===== src/lock_io_pkg.sv =====
package lock_io_pkg;

   // ------------------------------------------------------------------
   // Instruction classes presented by the execution core
   // ------------------------------------------------------------------
   typedef enum logic [2:0] {
      OP_OTHER   = 3'b000,
      OP_LOCK    = 3'b001,
      OP_UNLOCK  = 3'b010,
      OP_MEM     = 3'b011,
      OP_IO_LD   = 3'b100,
      OP_IO_ST   = 3'b101,
      OP_VEC_LD  = 3'b110
   } op_class_t;

   // ------------------------------------------------------------------
   // Operand sizes
   // ------------------------------------------------------------------
   localparam logic [1:0] SIZE_BYTE = 2'h0;
   localparam logic [1:0] SIZE_HALF = 2'h1;
   localparam logic [1:0] SIZE_WORD = 2'h2;

   // ------------------------------------------------------------------
   // Timing and counts
   // ------------------------------------------------------------------
   localparam int          LOCK_WINDOW      = 30;
   localparam logic [5:0]  LOCK_WINDOW_W    = 6'h1E;
   localparam logic [3:0]  ACK_IDLE_BASE    = 4'h2;
   localparam logic [3:0]  RELEASE_GAP      = 4'h1;
   localparam int          ADDR_W           = 32;
   localparam int          DATA_W           = 32;

   // Bus cycle type indicator values for an acknowledge cycle.
   localparam logic        ACK_MIO          = 1'b0;
   localparam logic        ACK_WR           = 1'b0;
   localparam logic        ACK_DC           = 1'b0;

endpackage : lock_io_pkg


===== src/bus_lock_io_cycle_control.sv =====
`timescale 1ns/1ps
// Summary of operation
// - Lock output asserts on next external data access.
// - Interrupts masked after lock until release.
// - Access after unlock deasserts lock, hit or miss.
// - Lock and unlock accepted in any mode.
// - Locked accesses forced to bus despite hits.
// - Bus held locked until release access completes.
// - Trap if no release within 30 instructions.
// - Ignore repeated lock and orphan unlock.
// - Trap inside sequence sets interlock flag.
// - Lock output idles two cycles between sequences.
// - Clear accessed flag: brief lock, release, relock.
// - I/O load reads sign-extended 8/16/32 bits.
// - I/O store writes 8/16/32 bits.
// - I/O uses untranslated address, bypasses cache.
// - I/O instructions suppressed in user mode.
// - Misaligned I/O or vector load traps.
// - Vector load cycle drives indicators to zero.
// - Vector load sign-extends, untranslated, non-burst, uncached.
// - Vector load is a no-op in user mode.
// - Idle clocks between acknowledges: two plus no-ops.
module bus_lock_io_cycle_control
   import lock_io_pkg::*;
(
   input  wire logic              sys_clk,
   input  wire logic              reset,
   input  wire logic              instr_valid,
   input  wire logic [2:0]        instr_op,
   input  wire logic [1:0]        instr_size,
   input  wire logic [ADDR_W-1:0] instr_addr,
   input  wire logic [DATA_W-1:0] instr_wdata,
   input  wire logic              instr_is_store,
   input  wire logic              user_mode,
   input  wire logic              cache_hit,
   input  wire logic              page_accessed,
   input  wire logic              trap_taken,
   input  wire logic              ext_irq,
   input  wire logic              bus_done,
   input  wire logic [DATA_W-1:0] bus_rdata,
   output logic                   instr_stall,
   output logic                   bus_req,
   output logic [ADDR_W-1:0]      bus_addr,
   output logic [DATA_W-1:0]      bus_wdata,
   output logic [1:0]             bus_size,
   output logic                   bus_mio,
   output logic                   bus_wr,
   output logic                   bus_dc,
   output logic                   bus_burst_ok,
   output logic                   bus_cacheable,
   output logic                   bus_lock_n,
   output logic                   interrupt_ack_cycle,
   output logic                   irq_masked,
   output logic                   cache_bypass,
   output logic                   misalign_trap,
   output logic                   window_trap,
   output logic                   io_space_load,
   output logic                   rdata_valid,
   output logic [DATA_W-1:0]      rdata,
   output logic                   interlock_flag,
   input  wire logic              interlock_clear
);

   // ---------------------------------------------------------------
   // Decode helpers
   // ---------------------------------------------------------------
   function automatic logic is_misaligned(input logic [1:0] sz, input logic [1:0] a);
      case (sz)
         SIZE_HALF: is_misaligned = a[0];
         SIZE_WORD: is_misaligned = |a;
         default:   is_misaligned = 1'b0;
      endcase
   endfunction : is_misaligned

   typedef enum logic [2:0] {
      ST_IDLE  = 3'b000,
      ST_APEND = 3'b001,
      ST_AWAIT = 3'b010,
      ST_GAP   = 3'b011,
      ST_XFER  = 3'b100
   } bus_state_t;

   bus_state_t state;
   logic       lock_pending;
   logic       locked;
   logic       unlock_pending;
   logic       release_xfer;
   logic [5:0] instr_count;
   logic       in_sequence;
   logic       cycle_done;
   logic       ack_recent;
   logic [3:0] idle_cnt;
   logic       gap_cnt;
   logic       cur_load;
   logic       cur_vec;
   logic [1:0] cur_size;
   logic [DATA_W-1:0] ext_data;

   logic op_lock, op_unlock, op_mem, op_io, op_vec, accept, mis, need_bus, hold;

   always_comb begin
      op_lock   = instr_valid && instr_op == OP_LOCK;
      op_unlock = instr_valid && instr_op == OP_UNLOCK;
      op_mem    = instr_valid && instr_op == OP_MEM;
      op_io     = instr_valid && !user_mode &&
                  (instr_op == OP_IO_LD || instr_op == OP_IO_ST);
      op_vec    = instr_valid && !user_mode && instr_op == OP_VEC_LD;
      mis       = (op_io || op_vec) && is_misaligned(instr_size, instr_addr[1:0]);
      // Locked sequences push every data access to the bus; a finished cycle only retires.
      need_bus  = ((op_mem && (!cache_hit || lock_pending || locked)) ||
                  ((op_io || op_vec) && !mis)) && !cycle_done;
      // A vector load waits out the idle gap after the previous one.
      hold      = op_vec && ack_recent && idle_cnt != 4'h0 && !cycle_done;
      accept    = state == ST_IDLE && !hold;
   end

   assign instr_stall    = instr_valid && (!accept || need_bus);
   assign irq_masked     = in_sequence;
   assign cache_bypass   = (op_mem && (lock_pending || locked)) || op_io || op_vec;
   assign misalign_trap  = accept && mis;
   assign io_space_load  = state == ST_XFER && cur_load && !cur_vec && !bus_mio;
   assign bus_req        = state == ST_XFER || state == ST_APEND;

   // ---------------------------------------------------------------
   // Lock sequence state
   // ---------------------------------------------------------------
   always_ff @(posedge sys_clk) begin
      if (reset) begin
         lock_pending   <= 1'b0;
         locked         <= 1'b0;
         unlock_pending <= 1'b0;
         in_sequence    <= 1'b0;
      end else if (window_trap) begin
         lock_pending   <= 1'b0;
         locked         <= 1'b0;
         unlock_pending <= 1'b0;
         in_sequence    <= 1'b0;
      end else begin
         if (op_lock && accept && !in_sequence) begin
            lock_pending <= 1'b1;
            in_sequence  <= 1'b1;
         end
         if (op_unlock && accept && in_sequence)
            unlock_pending <= 1'b1;
         if (state == ST_XFER && bus_done && lock_pending && !unlock_pending) begin
            lock_pending <= 1'b0;
            locked       <= 1'b1;
         end
         if (state == ST_XFER && bus_done && release_xfer) begin
            locked         <= 1'b0;
            lock_pending   <= 1'b0;
            unlock_pending <= 1'b0;
            in_sequence    <= 1'b0;
         end
      end
   end

   // ---------------------------------------------------------------
   // Instruction window counter
   // ---------------------------------------------------------------
   always_ff @(posedge sys_clk) begin
      if (reset) begin
         instr_count <= 6'h00;
         window_trap <= 1'b0;
      end else begin
         window_trap <= 1'b0;
         if (!in_sequence || window_trap)
            instr_count <= 6'h00;
         else if (instr_valid && !instr_stall && !unlock_pending) begin
            if (instr_count == LOCK_WINDOW_W)
               window_trap <= 1'b1;
            else
               instr_count <= instr_count + 6'h01;
         end
      end
   end

   always_ff @(posedge sys_clk) begin
      if (reset)
         interlock_flag <= 1'b0;
      else if ((trap_taken || window_trap || misalign_trap) && in_sequence)
         interlock_flag <= 1'b1;
      else if (interlock_clear)
         interlock_flag <= 1'b0;
   end

   // ---------------------------------------------------------------
   // Bus cycle sequencer
   // ---------------------------------------------------------------
   always_ff @(posedge sys_clk) begin
      if (reset) begin
         state        <= ST_IDLE;
         bus_lock_n   <= 1'b1;
         gap_cnt      <= 1'b0;
         release_xfer <= 1'b0;
         cycle_done   <= 1'b0;
      end else begin
         if (instr_valid && !instr_stall)
            cycle_done <= 1'b0;
         case (state)
            ST_IDLE: begin
               if (window_trap) begin
                  bus_lock_n <= 1'b1;
               end else if (accept && need_bus) begin
                  release_xfer <= op_mem && unlock_pending;
                  if (op_mem && lock_pending && !unlock_pending && !page_accessed) begin
                     bus_lock_n <= 1'b0;
                     state      <= ST_APEND;
                  end else begin
                     if (op_mem && (lock_pending || locked))
                        bus_lock_n <= 1'b0;
                     if (op_mem && unlock_pending)
                        bus_lock_n <= 1'b0;
                     state <= ST_XFER;
                  end
               end else if (accept && op_mem && unlock_pending) begin
                  bus_lock_n <= 1'b1;
               end
            end
            ST_APEND: begin
               if (bus_done) begin
                  bus_lock_n <= 1'b1;
                  gap_cnt    <= 1'b0;
                  state      <= ST_GAP;
               end
            end
            ST_GAP: begin
               gap_cnt <= 1'b1;
               if (gap_cnt) begin
                  bus_lock_n <= 1'b0;
                  state      <= ST_XFER;
               end
            end
            ST_XFER: begin
               if (bus_done) begin
                  cycle_done <= 1'b1;
                  if (release_xfer)
                     bus_lock_n <= 1'b1;
                  state <= ST_IDLE;
               end
            end
            default: state <= ST_IDLE;
         endcase
      end
   end

   // ---------------------------------------------------------------
   // Cycle attributes, captured when the cycle starts
   // ---------------------------------------------------------------
   always_ff @(posedge sys_clk) begin
      if (reset) begin
         bus_addr            <= '0;
         bus_wdata           <= '0;
         bus_size            <= SIZE_WORD;
         bus_mio             <= 1'b1;
         bus_wr              <= 1'b0;
         bus_dc              <= 1'b1;
         bus_burst_ok        <= 1'b0;
         bus_cacheable       <= 1'b0;
         interrupt_ack_cycle <= 1'b0;
         cur_load            <= 1'b0;
         cur_vec             <= 1'b0;
         cur_size            <= SIZE_WORD;
      end else if (state == ST_IDLE && accept && need_bus) begin
         bus_addr            <= instr_addr;
         bus_wdata           <= (instr_size == SIZE_BYTE) ? {24'h000000, instr_wdata[7:0]} :
                                (instr_size == SIZE_HALF) ? {16'h0000, instr_wdata[15:0]} : instr_wdata;
         bus_size            <= instr_size;
         cur_size            <= instr_size;
         cur_vec             <= op_vec;
         interrupt_ack_cycle <= op_vec;
         bus_burst_ok        <= op_mem;
         bus_cacheable       <= op_mem && !lock_pending && !locked;
         if (op_vec) begin
            bus_mio  <= ACK_MIO;
            bus_wr   <= ACK_WR;
            bus_dc   <= ACK_DC;
            cur_load <= 1'b1;
         end else if (op_io) begin
            bus_mio  <= 1'b0;
            bus_wr   <= instr_op == OP_IO_ST;
            bus_dc   <= 1'b1;
            cur_load <= instr_op == OP_IO_LD;
         end else begin
            bus_mio  <= 1'b1;
            bus_wr   <= instr_is_store;
            bus_dc   <= 1'b1;
            cur_load <= !instr_is_store;
         end
      end else if (state == ST_XFER && bus_done) begin
         interrupt_ack_cycle <= 1'b0;
      end
   end

   // ---------------------------------------------------------------
   // Acknowledge spacing: idle clocks after each vector load
   // ---------------------------------------------------------------
   always_ff @(posedge sys_clk) begin
      if (reset) begin
         ack_recent <= 1'b0;
         idle_cnt   <= 4'h0;
      end else if (state == ST_XFER && bus_done && cur_vec) begin
         ack_recent <= 1'b1;
         idle_cnt   <= ACK_IDLE_BASE;
      end else if (idle_cnt != 4'h0) begin
         idle_cnt <= idle_cnt - RELEASE_GAP;
      end else if (accept && op_vec) begin
         ack_recent <= 1'b0;
      end
   end

   // ---------------------------------------------------------------
   // Read return
   // ---------------------------------------------------------------
   size_extend u_extend (
      .size     (cur_size),
      .raw      (bus_rdata),
      .extended (ext_data)
   );

   always_ff @(posedge sys_clk) begin
      if (reset) begin
         rdata_valid <= 1'b0;
         rdata       <= '0;
      end else begin
         rdata_valid <= state == ST_XFER && bus_done && cur_load;
         if (state == ST_XFER && bus_done && cur_load)
            rdata <= ext_data;
      end
   end

endmodule : bus_lock_io_cycle_control


===== src/size_extend.sv =====
`timescale 1ns/1ps
module size_extend
   import lock_io_pkg::*;
(
   input  wire logic [1:0]        size,
   input  wire logic [DATA_W-1:0] raw,
   output logic      [DATA_W-1:0] extended
);
   // Byte and halfword data sit in the low lanes; sign fills the rest.
   always_comb begin
      case (size)
         SIZE_BYTE: extended = {{24{raw[7]}}, raw[7:0]};
         SIZE_HALF: extended = {{16{raw[15]}}, raw[15:0]};
         default:   extended = raw;
      endcase
   end
endmodule : size_extend


===== config.mk =====
export PLATFORM = sky130hd
export DESIGN_NAME = bus_lock_io_cycle_control
export DESIGN_NICKNAME = d
export VERILOG_FILES = /design/src/lock_io_pkg.sv /design/src/bus_lock_io_cycle_control.sv /design/src/size_extend.sv
export SDC_FILE = /design/constraint.sdc
export NUM_CORES = 1
export LEC_CHECK = 0
export BUFFER_PORTS_ARGS = -buffer_cell sky130_fd_sc_hd__buf_2
export CAP_MARGIN = 20
export CORE_ASPECT_RATIO = 1.5
export CORE_MARGIN = 8
export CORE_UTILIZATION = 40
export CTS_CLUSTER_DIAMETER = 40
export DETAILED_ROUTE_END_ITERATION = 12
export GPL_ROUTABILITY_DRIVEN = 0
export MAX_ROUTING_LAYER = met4
export PLACE_DENSITY = 0.72
export SLEW_MARGIN = 5
export SYNTH_ARGS = -nofsm -noshare
export SYNTH_HDL_FRONTEND = slang
export SYNTH_SLANG_ARGS = --single-unit

===== constraint.sdc =====
create_clock -name sys_clk -period 2.6 [get_ports sys_clk]
set_input_delay 0.39 -clock sys_clk [delete_from_list [all_inputs] [get_ports sys_clk]]
set_output_delay 0.39 -clock sys_clk [all_outputs]
set_load 0.03 [all_outputs]

# Word level (Yosys, flattened, before mapping)
# Cells that the tools add are included.
dict set report totals {
  out_inout_bits 114
  elab_cells 194
  ff_bits 131
  input_bits 112
}
dict set report classes {
  n_bitwise 3
  n_eq_ne 22
  mux 44
  add_sub_neg 2
  reduce_logical 95
}
# cell n
set ops {}
lappend ops {{$mux 32} 2}
lappend ops {{$pmux 32 s2} 1}
lappend ops {{$logic_and 1x1->1} 45}
lappend ops {{$mux 1} 29}
lappend ops {{$mux 3} 6}
lappend ops {{$logic_not 1->1} 15}
lappend ops {{$ne 2x2->1 const B} 7}
lappend ops {{$logic_or 1x1->1} 13}
lappend ops {{$eq 3x3->1 const B} 4}
lappend ops {{$pmux 3 s4} 1}
lappend ops {{$reduce_bool 2->1} 5}
lappend ops {{$eq 3x2->1 const B} 3}
lappend ops {{$reduce_bool 4->1} 2}
lappend ops {{$reduce_and 7->1} 1}
lappend ops {{$add 6x1->6 const B} 1}
lappend ops {{$eq 3x1->1 const B} 2}
lappend ops {{$eq 6x5->1 const B} 1}
lappend ops {{$ne 6x6->1 const B} 1}
lappend ops {{$reduce_and 2->1} 3}
lappend ops {{$reduce_or 2->1} 3}
lappend ops {{$reduce_or 3->1} 2}
lappend ops {{$reduce_and 5->1} 1}
lappend ops {{$eq 2x1->1 const B} 2}
lappend ops {{$logic_not 2->1} 2}
lappend ops {{other kinds (10)} 14}

# Longest topological paths before layout
dict set report logic_depth {
  depth_word 16
  ltp_mapped 9
  mapped_depth_nobuf 7
}

# Cells and area by module
# From an unflattened synthesis, not the netlist that was laid out.
dict set report unflattened {
  hier_cells 699
  hier_area_um2 5575.3
}
# module cells_per_inst area_per_inst_um2 seq_area_each_um2 instances
set by_module_without_submodules {}
lappend by_module_without_submodules {bus_lock_io_cycle_control 635 5148.7 2622.5 1}
lappend by_module_without_submodules {size_extend 64 426.7 0.0 1}

# Worst setup path after synthesis
# Ideal clock, no wire load.
dict set report synth_path {
  path_kind {input to output}
  startpoint {input instr_size[0]}
  endpoint {output instr_stall}
  n_path_buf 2
  arrival_time_ns 2.379
  path_slack_ns -0.169
  path_stages 8
  t_required_ns 2.210
  path_cell_list {inv_1 > ha_1 > o211a_1 > a31oi_1 > a31oi_1 > buf_2 > buf_2 > a21boi_0}
}
dict set report synth_via {
  elab_chain_cells 9
  elab_cells_between_ends 10
  classes_between {2 x eq/ne; 1 x mux; 7 x reduce/logical}
}
# item line_no
set synth_lines {}
lappend synth_lines {{start, declared} bus_lock_io_cycle_control.sv:30} ;# input wire logic [1:0] instr_size,
lappend synth_lines {{$eq 2x2->1 or $eq 2x1->1 (tied branches)} bus_lock_io_cycle_control.sv:68} ;# case (sz)
lappend synth_lines {{$pmux 1 s2 (*)} bus_lock_io_cycle_control.sv:68}
lappend synth_lines {{$logic_and 1x1->1 (*)} bus_lock_io_cycle_control.sv:108} ;# mis = (op_io || op_vec) && is_misaligned(instr_size, instr_addr[1:0]);
lappend synth_lines {{$logic_not 1->1 (*)} bus_lock_io_cycle_control.sv:111} ;# ((op_io || op_vec) && !mis)) && !cycle_done;
lappend synth_lines {{$logic_and 1x1->1 (*)} bus_lock_io_cycle_control.sv:111}
lappend synth_lines {{$logic_or 1x1->1 (*)} bus_lock_io_cycle_control.sv:110} ;# need_bus = ((op_mem && (!cache_hit || lock_pending || locked)) ||
lappend synth_lines {{$logic_and 1x1->1 (*)} bus_lock_io_cycle_control.sv:111}
lappend synth_lines {{$logic_or 1x1->1 (*)} bus_lock_io_cycle_control.sv:117} ;# assign instr_stall = instr_valid && (!accept || need_bus);
lappend synth_lines {{$logic_and 1x1->1 (*)} bus_lock_io_cycle_control.sv:117}
lappend synth_lines {{end, declared} bus_lock_io_cycle_control.sv:41} ;# output logic instr_stall,
# Every way passes the cells marked *; elsewhere a longest branch is shown, timed or not.

# Final worst setup path
dict set report layout_path {
  startpoint {register idle_cnt[1]}
  endpoint {output misalign_trap}
}
dict set report layout_via {
  elab_chain_cells 6
}
# item line_no
set layout_lines {}
lappend layout_lines {{start, declared} bus_lock_io_cycle_control.sv:92} ;# logic [3:0] idle_cnt;
lappend layout_lines {{start signal, assigned} bus_lock_io_cycle_control.sv:306} ;# idle_cnt <= idle_cnt - RELEASE_GAP;
lappend layout_lines {{$reduce_bool 4->1} bus_lock_io_cycle_control.sv:113} ;# hold = op_vec && ack_recent && idle_cnt != 4'h0 && !cycle_done;
lappend layout_lines {{$logic_and 1x1->1 (2 in a row)} bus_lock_io_cycle_control.sv:113}
lappend layout_lines {{$logic_not 1->1} bus_lock_io_cycle_control.sv:114} ;# accept = state == ST_IDLE && !hold;
lappend layout_lines {{$logic_and 1x1->1} bus_lock_io_cycle_control.sv:114}
lappend layout_lines {{$logic_and 1x1->1} bus_lock_io_cycle_control.sv:120} ;# assign misalign_trap = accept && mis;
lappend layout_lines {{end, declared} bus_lock_io_cycle_control.sv:55} ;# output logic misalign_trap,
# Every way passes these cells.

==> out/results.tsv <==
stage	metric	value	unit
outcome	status	complete, no violations	
worst_setup_path	CP Capture Type	primary output	
sta	worst slew pin tran	0.661	ns
power	combinational fraction of design power	0.125	
die	die height	160	µm
sta	worst hold margin	0.217	ns
detailed_routing	Iter 0 DRT Violations	457	
global_routing	pin count of the biggest net entering global routing	67	
global_routing	Total GRT Usage	0.199	
die	Die X	112	µm
logic_synthesis	Yosys top cell area share	0.474	
detailed_routing	drt wl/cell	17.1	µm
logic_synthesis	syn_nets	787	
global_routing	gr ovfl total	0	
hold_path	worst hold path depth	3	
logic_synthesis	Syn Area/Cell	8.25	µm²
die	Core Region	13500	µm²
detailed_routing	Via density	5.44	
clocking	H-tree depth	4	
clocking	CTS buffer count	17	
placed_design	estimated wirelength of the detail-placed design	12700	µm
sta	Final Hold Fails	0	
die	die area	17900	µm²
logic_synthesis	top cells by area, synth	dfxtp_1, a21oi_1, o21ai_0, nand3_1, nand2_1	
sta	TNS Setup	0	ns
sta	RSZ-0062 raised after global routing	false	
power	sw power	1.40	mW
power	leakage	3.15	nW
detailed_routing	WL final	17900	µm
logic_synthesis	synthesized area	5530	µm²
logic_synthesis	Synth cell types	54	
power	Sw Share	0.269	
clocking	clk sinks	131	
clocking	Clk Tree Root Cell	clkbuf_16	
sta	Final Critical Period	2.51	ns
worst_setup_path	WP data arrival	2.12	ns
detailed_routing	DRT Pass-1 Iters	4	
power	sequential share of power	0.404	
finish	register area	2620	µm²
sta	headroom to the max-slew limit	0.560	
detailed_routing	DRC	0	
hold_path	Hold Path End	rdata[6]$_SDFFE_PP0P_	
finish	most common cell after layout, fill and taps aside	buf_2	
global_routing	antenna violations before repair	0	
logic_synthesis	cells after synthesis	670	
detailed_routing	routed vias	5688	
sta	fin. max-slew vios	0	
global_routing	vias in the first global route	5579	
logic_synthesis	prevailing post-synth register cell	dfxtp_1	
placed_design	Port Buffers	224	
logic_synthesis	ys async rst share	0	
sta	period utilisation layout	0.966	
sta	post-route clock skew	0.00749	ns
logic_synthesis	#FFs+latches synth	131	
run	max-cap viol count	0	
hold_path	hold path startpoint	bus_rdata[6]	
power	Peak VDD IR	441	µV
worst_setup_path	CP required	2.21	ns
logic_synthesis	Synth area leader	dfxtp_1	
finish	fin nets	987	
finish	commonest non-fill, non-tap cells in the layout	buf_2, dfxtp_1, a21oi_1	
worst_setup_path	Worst R2R Path Depth	6	
finish	fill cell count	1290	
sta	# setup viols final	0	
detailed_routing	Antenna Nets Post-Route	0	
die	IO Count	226	
clocking	CTS tree	done	
worst_setup_path	RR Startpoint	idle_cnt[1]$_SDFFE_PP0P_	
logic_synthesis	Yosys Warn Count	0	
power	PD cells	700	nW/µm²
worst_setup_path	Critical Path Source Type	flop	
sta	max frequency	398	MHz
clocking	Longest Clk Path Bufs	2	
worst_setup_path	FF-to-FF setup slack	0.38	ns
clocking	Clock transition at path regs	0.06	ns
logic_synthesis	number of flops mapped to enable cells by yosys	0	
clocking	hold buffer count at cts	0	
finish	Multi-input gate area	2650	µm²
worst_setup_path	Crit Path Class	reg -> out	
clocking	worst skew pair latency	0.41	ns
worst_setup_path	reg2reg end	bus_wdata[26]$_SDFFE_PP0P_	
power	Clock Power Share	0.471	
finish	antenna diode count	0	
finish	area grow syn2layout	34.4	%
die	initial cell density of the core	0.409	
worst_setup_path	CP max FO	6	
logic_synthesis	Seq/Total Area, Yosys	0.474	
hold_path	worst min path class	in -> reg	
finish	share of cells above drive strength 1	0.324	
global_routing	global-route wire length before repair	28200	µm
die	row count	52	
power	Int Pwr	3.80	mW
what timing repair did:
action | in CTS | in global routing
hold endpoints to repair | 0 | 0
resized for setup | 2 | 0
buffers inserted | 0 | 0
endpoints found under the setup margin | 1 | 0
flip-flops by register name, summed over array words and instances, names as in the netlist, 2 cells and up:
register and cells:
bus_addr 32, bus_wdata 32, cur_size 2, idle_cnt 4, instr_count 6, rdata 32
state 3
worst max path at each step:
stage / cells past startpoint / from / endpoint / slack [ns]
after floorplan: 8 / instr_size[0] / instr_stall / 0.07
after global placement: 9 / instr_size[0] / misalign_trap / 0.24
after detailed placement: 10 / instr_size[0] / instr_count[2]$_SDFFE_PP0P_ / 0.19
after CTS: 5 / idle_cnt[1]$_SDFFE_PP0P_ / misalign_trap / 0.04
after global routing: 5 / idle_cnt[1]$_SDFFE_PP0P_ / misalign_trap / 0.01
final: 5 / idle_cnt[1]$_SDFFE_PP0P_ / misalign_trap / 0.09
critical path: stages, from the launching register on:
cell	delay, ns
dfxtp_1	0.35
or4_4	0.58
and4_2	0.30
nor4_4	0.15
buf_4	0.15
buf_2	0.18
synth_stat cells (all sizes together) (3+ instances only):
library cell,n
ha,5
a311oi,11
o211ai,3
a31oi,4
o21ai,82
dfxtp,131
nand2b,9
nand3b,3
a21boi,4
nand4,22
nor4,3
nand3,48
o31ai,3
and2,3
a21o,3
nor2b,5
or3,4
a21oi,94
inv,7
clkbuf,42
a211oi,17
nor3,10
buf,21
nand4b,10
nand2,52
nor2,45
per-layer routing:
layer / share of wire / GRT usage
met3: 0.062 / 0.0589
met4: 0.027 / 0.0844
met5: 0 / -
met2: 0.49 / 0.329
met1: 0.42 / 0.217
power by group through the flow:
stage	clock network (mW)	logic (mW)	registers [mW]
global placement	0	0.646	2.14
detailed placement	0	0.647	2.14
CTS	2.50	0.652	2.10
finish	2.45	0.651	2.10
floorplan	0	0.314	2.23
global route	2.59	0.710	2.11
per-stage QoR:
| stage | setup WS, ns | cell area, µm² | power, mW | instances | util |
|---|---|---|---|---|---|
| final | 0.0887 | 7430 | 5.20 | 1045 | 0.549 |
| after global routing | 0.0146 | 7430 | 5.41 | 1045 | 0.549 |
| after CTS | 0.0400 | 7430 | 5.25 | 1045 | 0.549 |
| after detailed placement | 0.185 | 6810 | 2.79 | 1013 | 0.503 |
| after global placement | 0.240 | 6810 | 2.79 | 1013 | 0.503 |
| after floorplan | 0.0663 | 5530 | 2.54 | 670 | - |
cell families after synthesis:
group,Yosys count,synth area share
adder cells (fa/ha/maj),5,0.0113
XOR/XNOR,1,0.00158
AND/OR/NAND/NOR,225,0.211
buffers and inverters,70,0.0532
AO/OA/AOI/OAI,236,0.245
flip-flops,131,0.474
multiplexers,2,0.00362
area by class of cell:
cell class / instances / area share
Inverter: 7 / 0.00354
Timing Repair Buffer: 244 / 0.178
Sequential cell: 131 / 0.353
Tap cell: 162 / 0.0273
Clock inverter: 13 / 0.0236
Clock buffer: 19 / 0.0583
Multi-Input combinational cell: 469 / 0.356
Note: power is estimated with default switching activity, not from simulation.
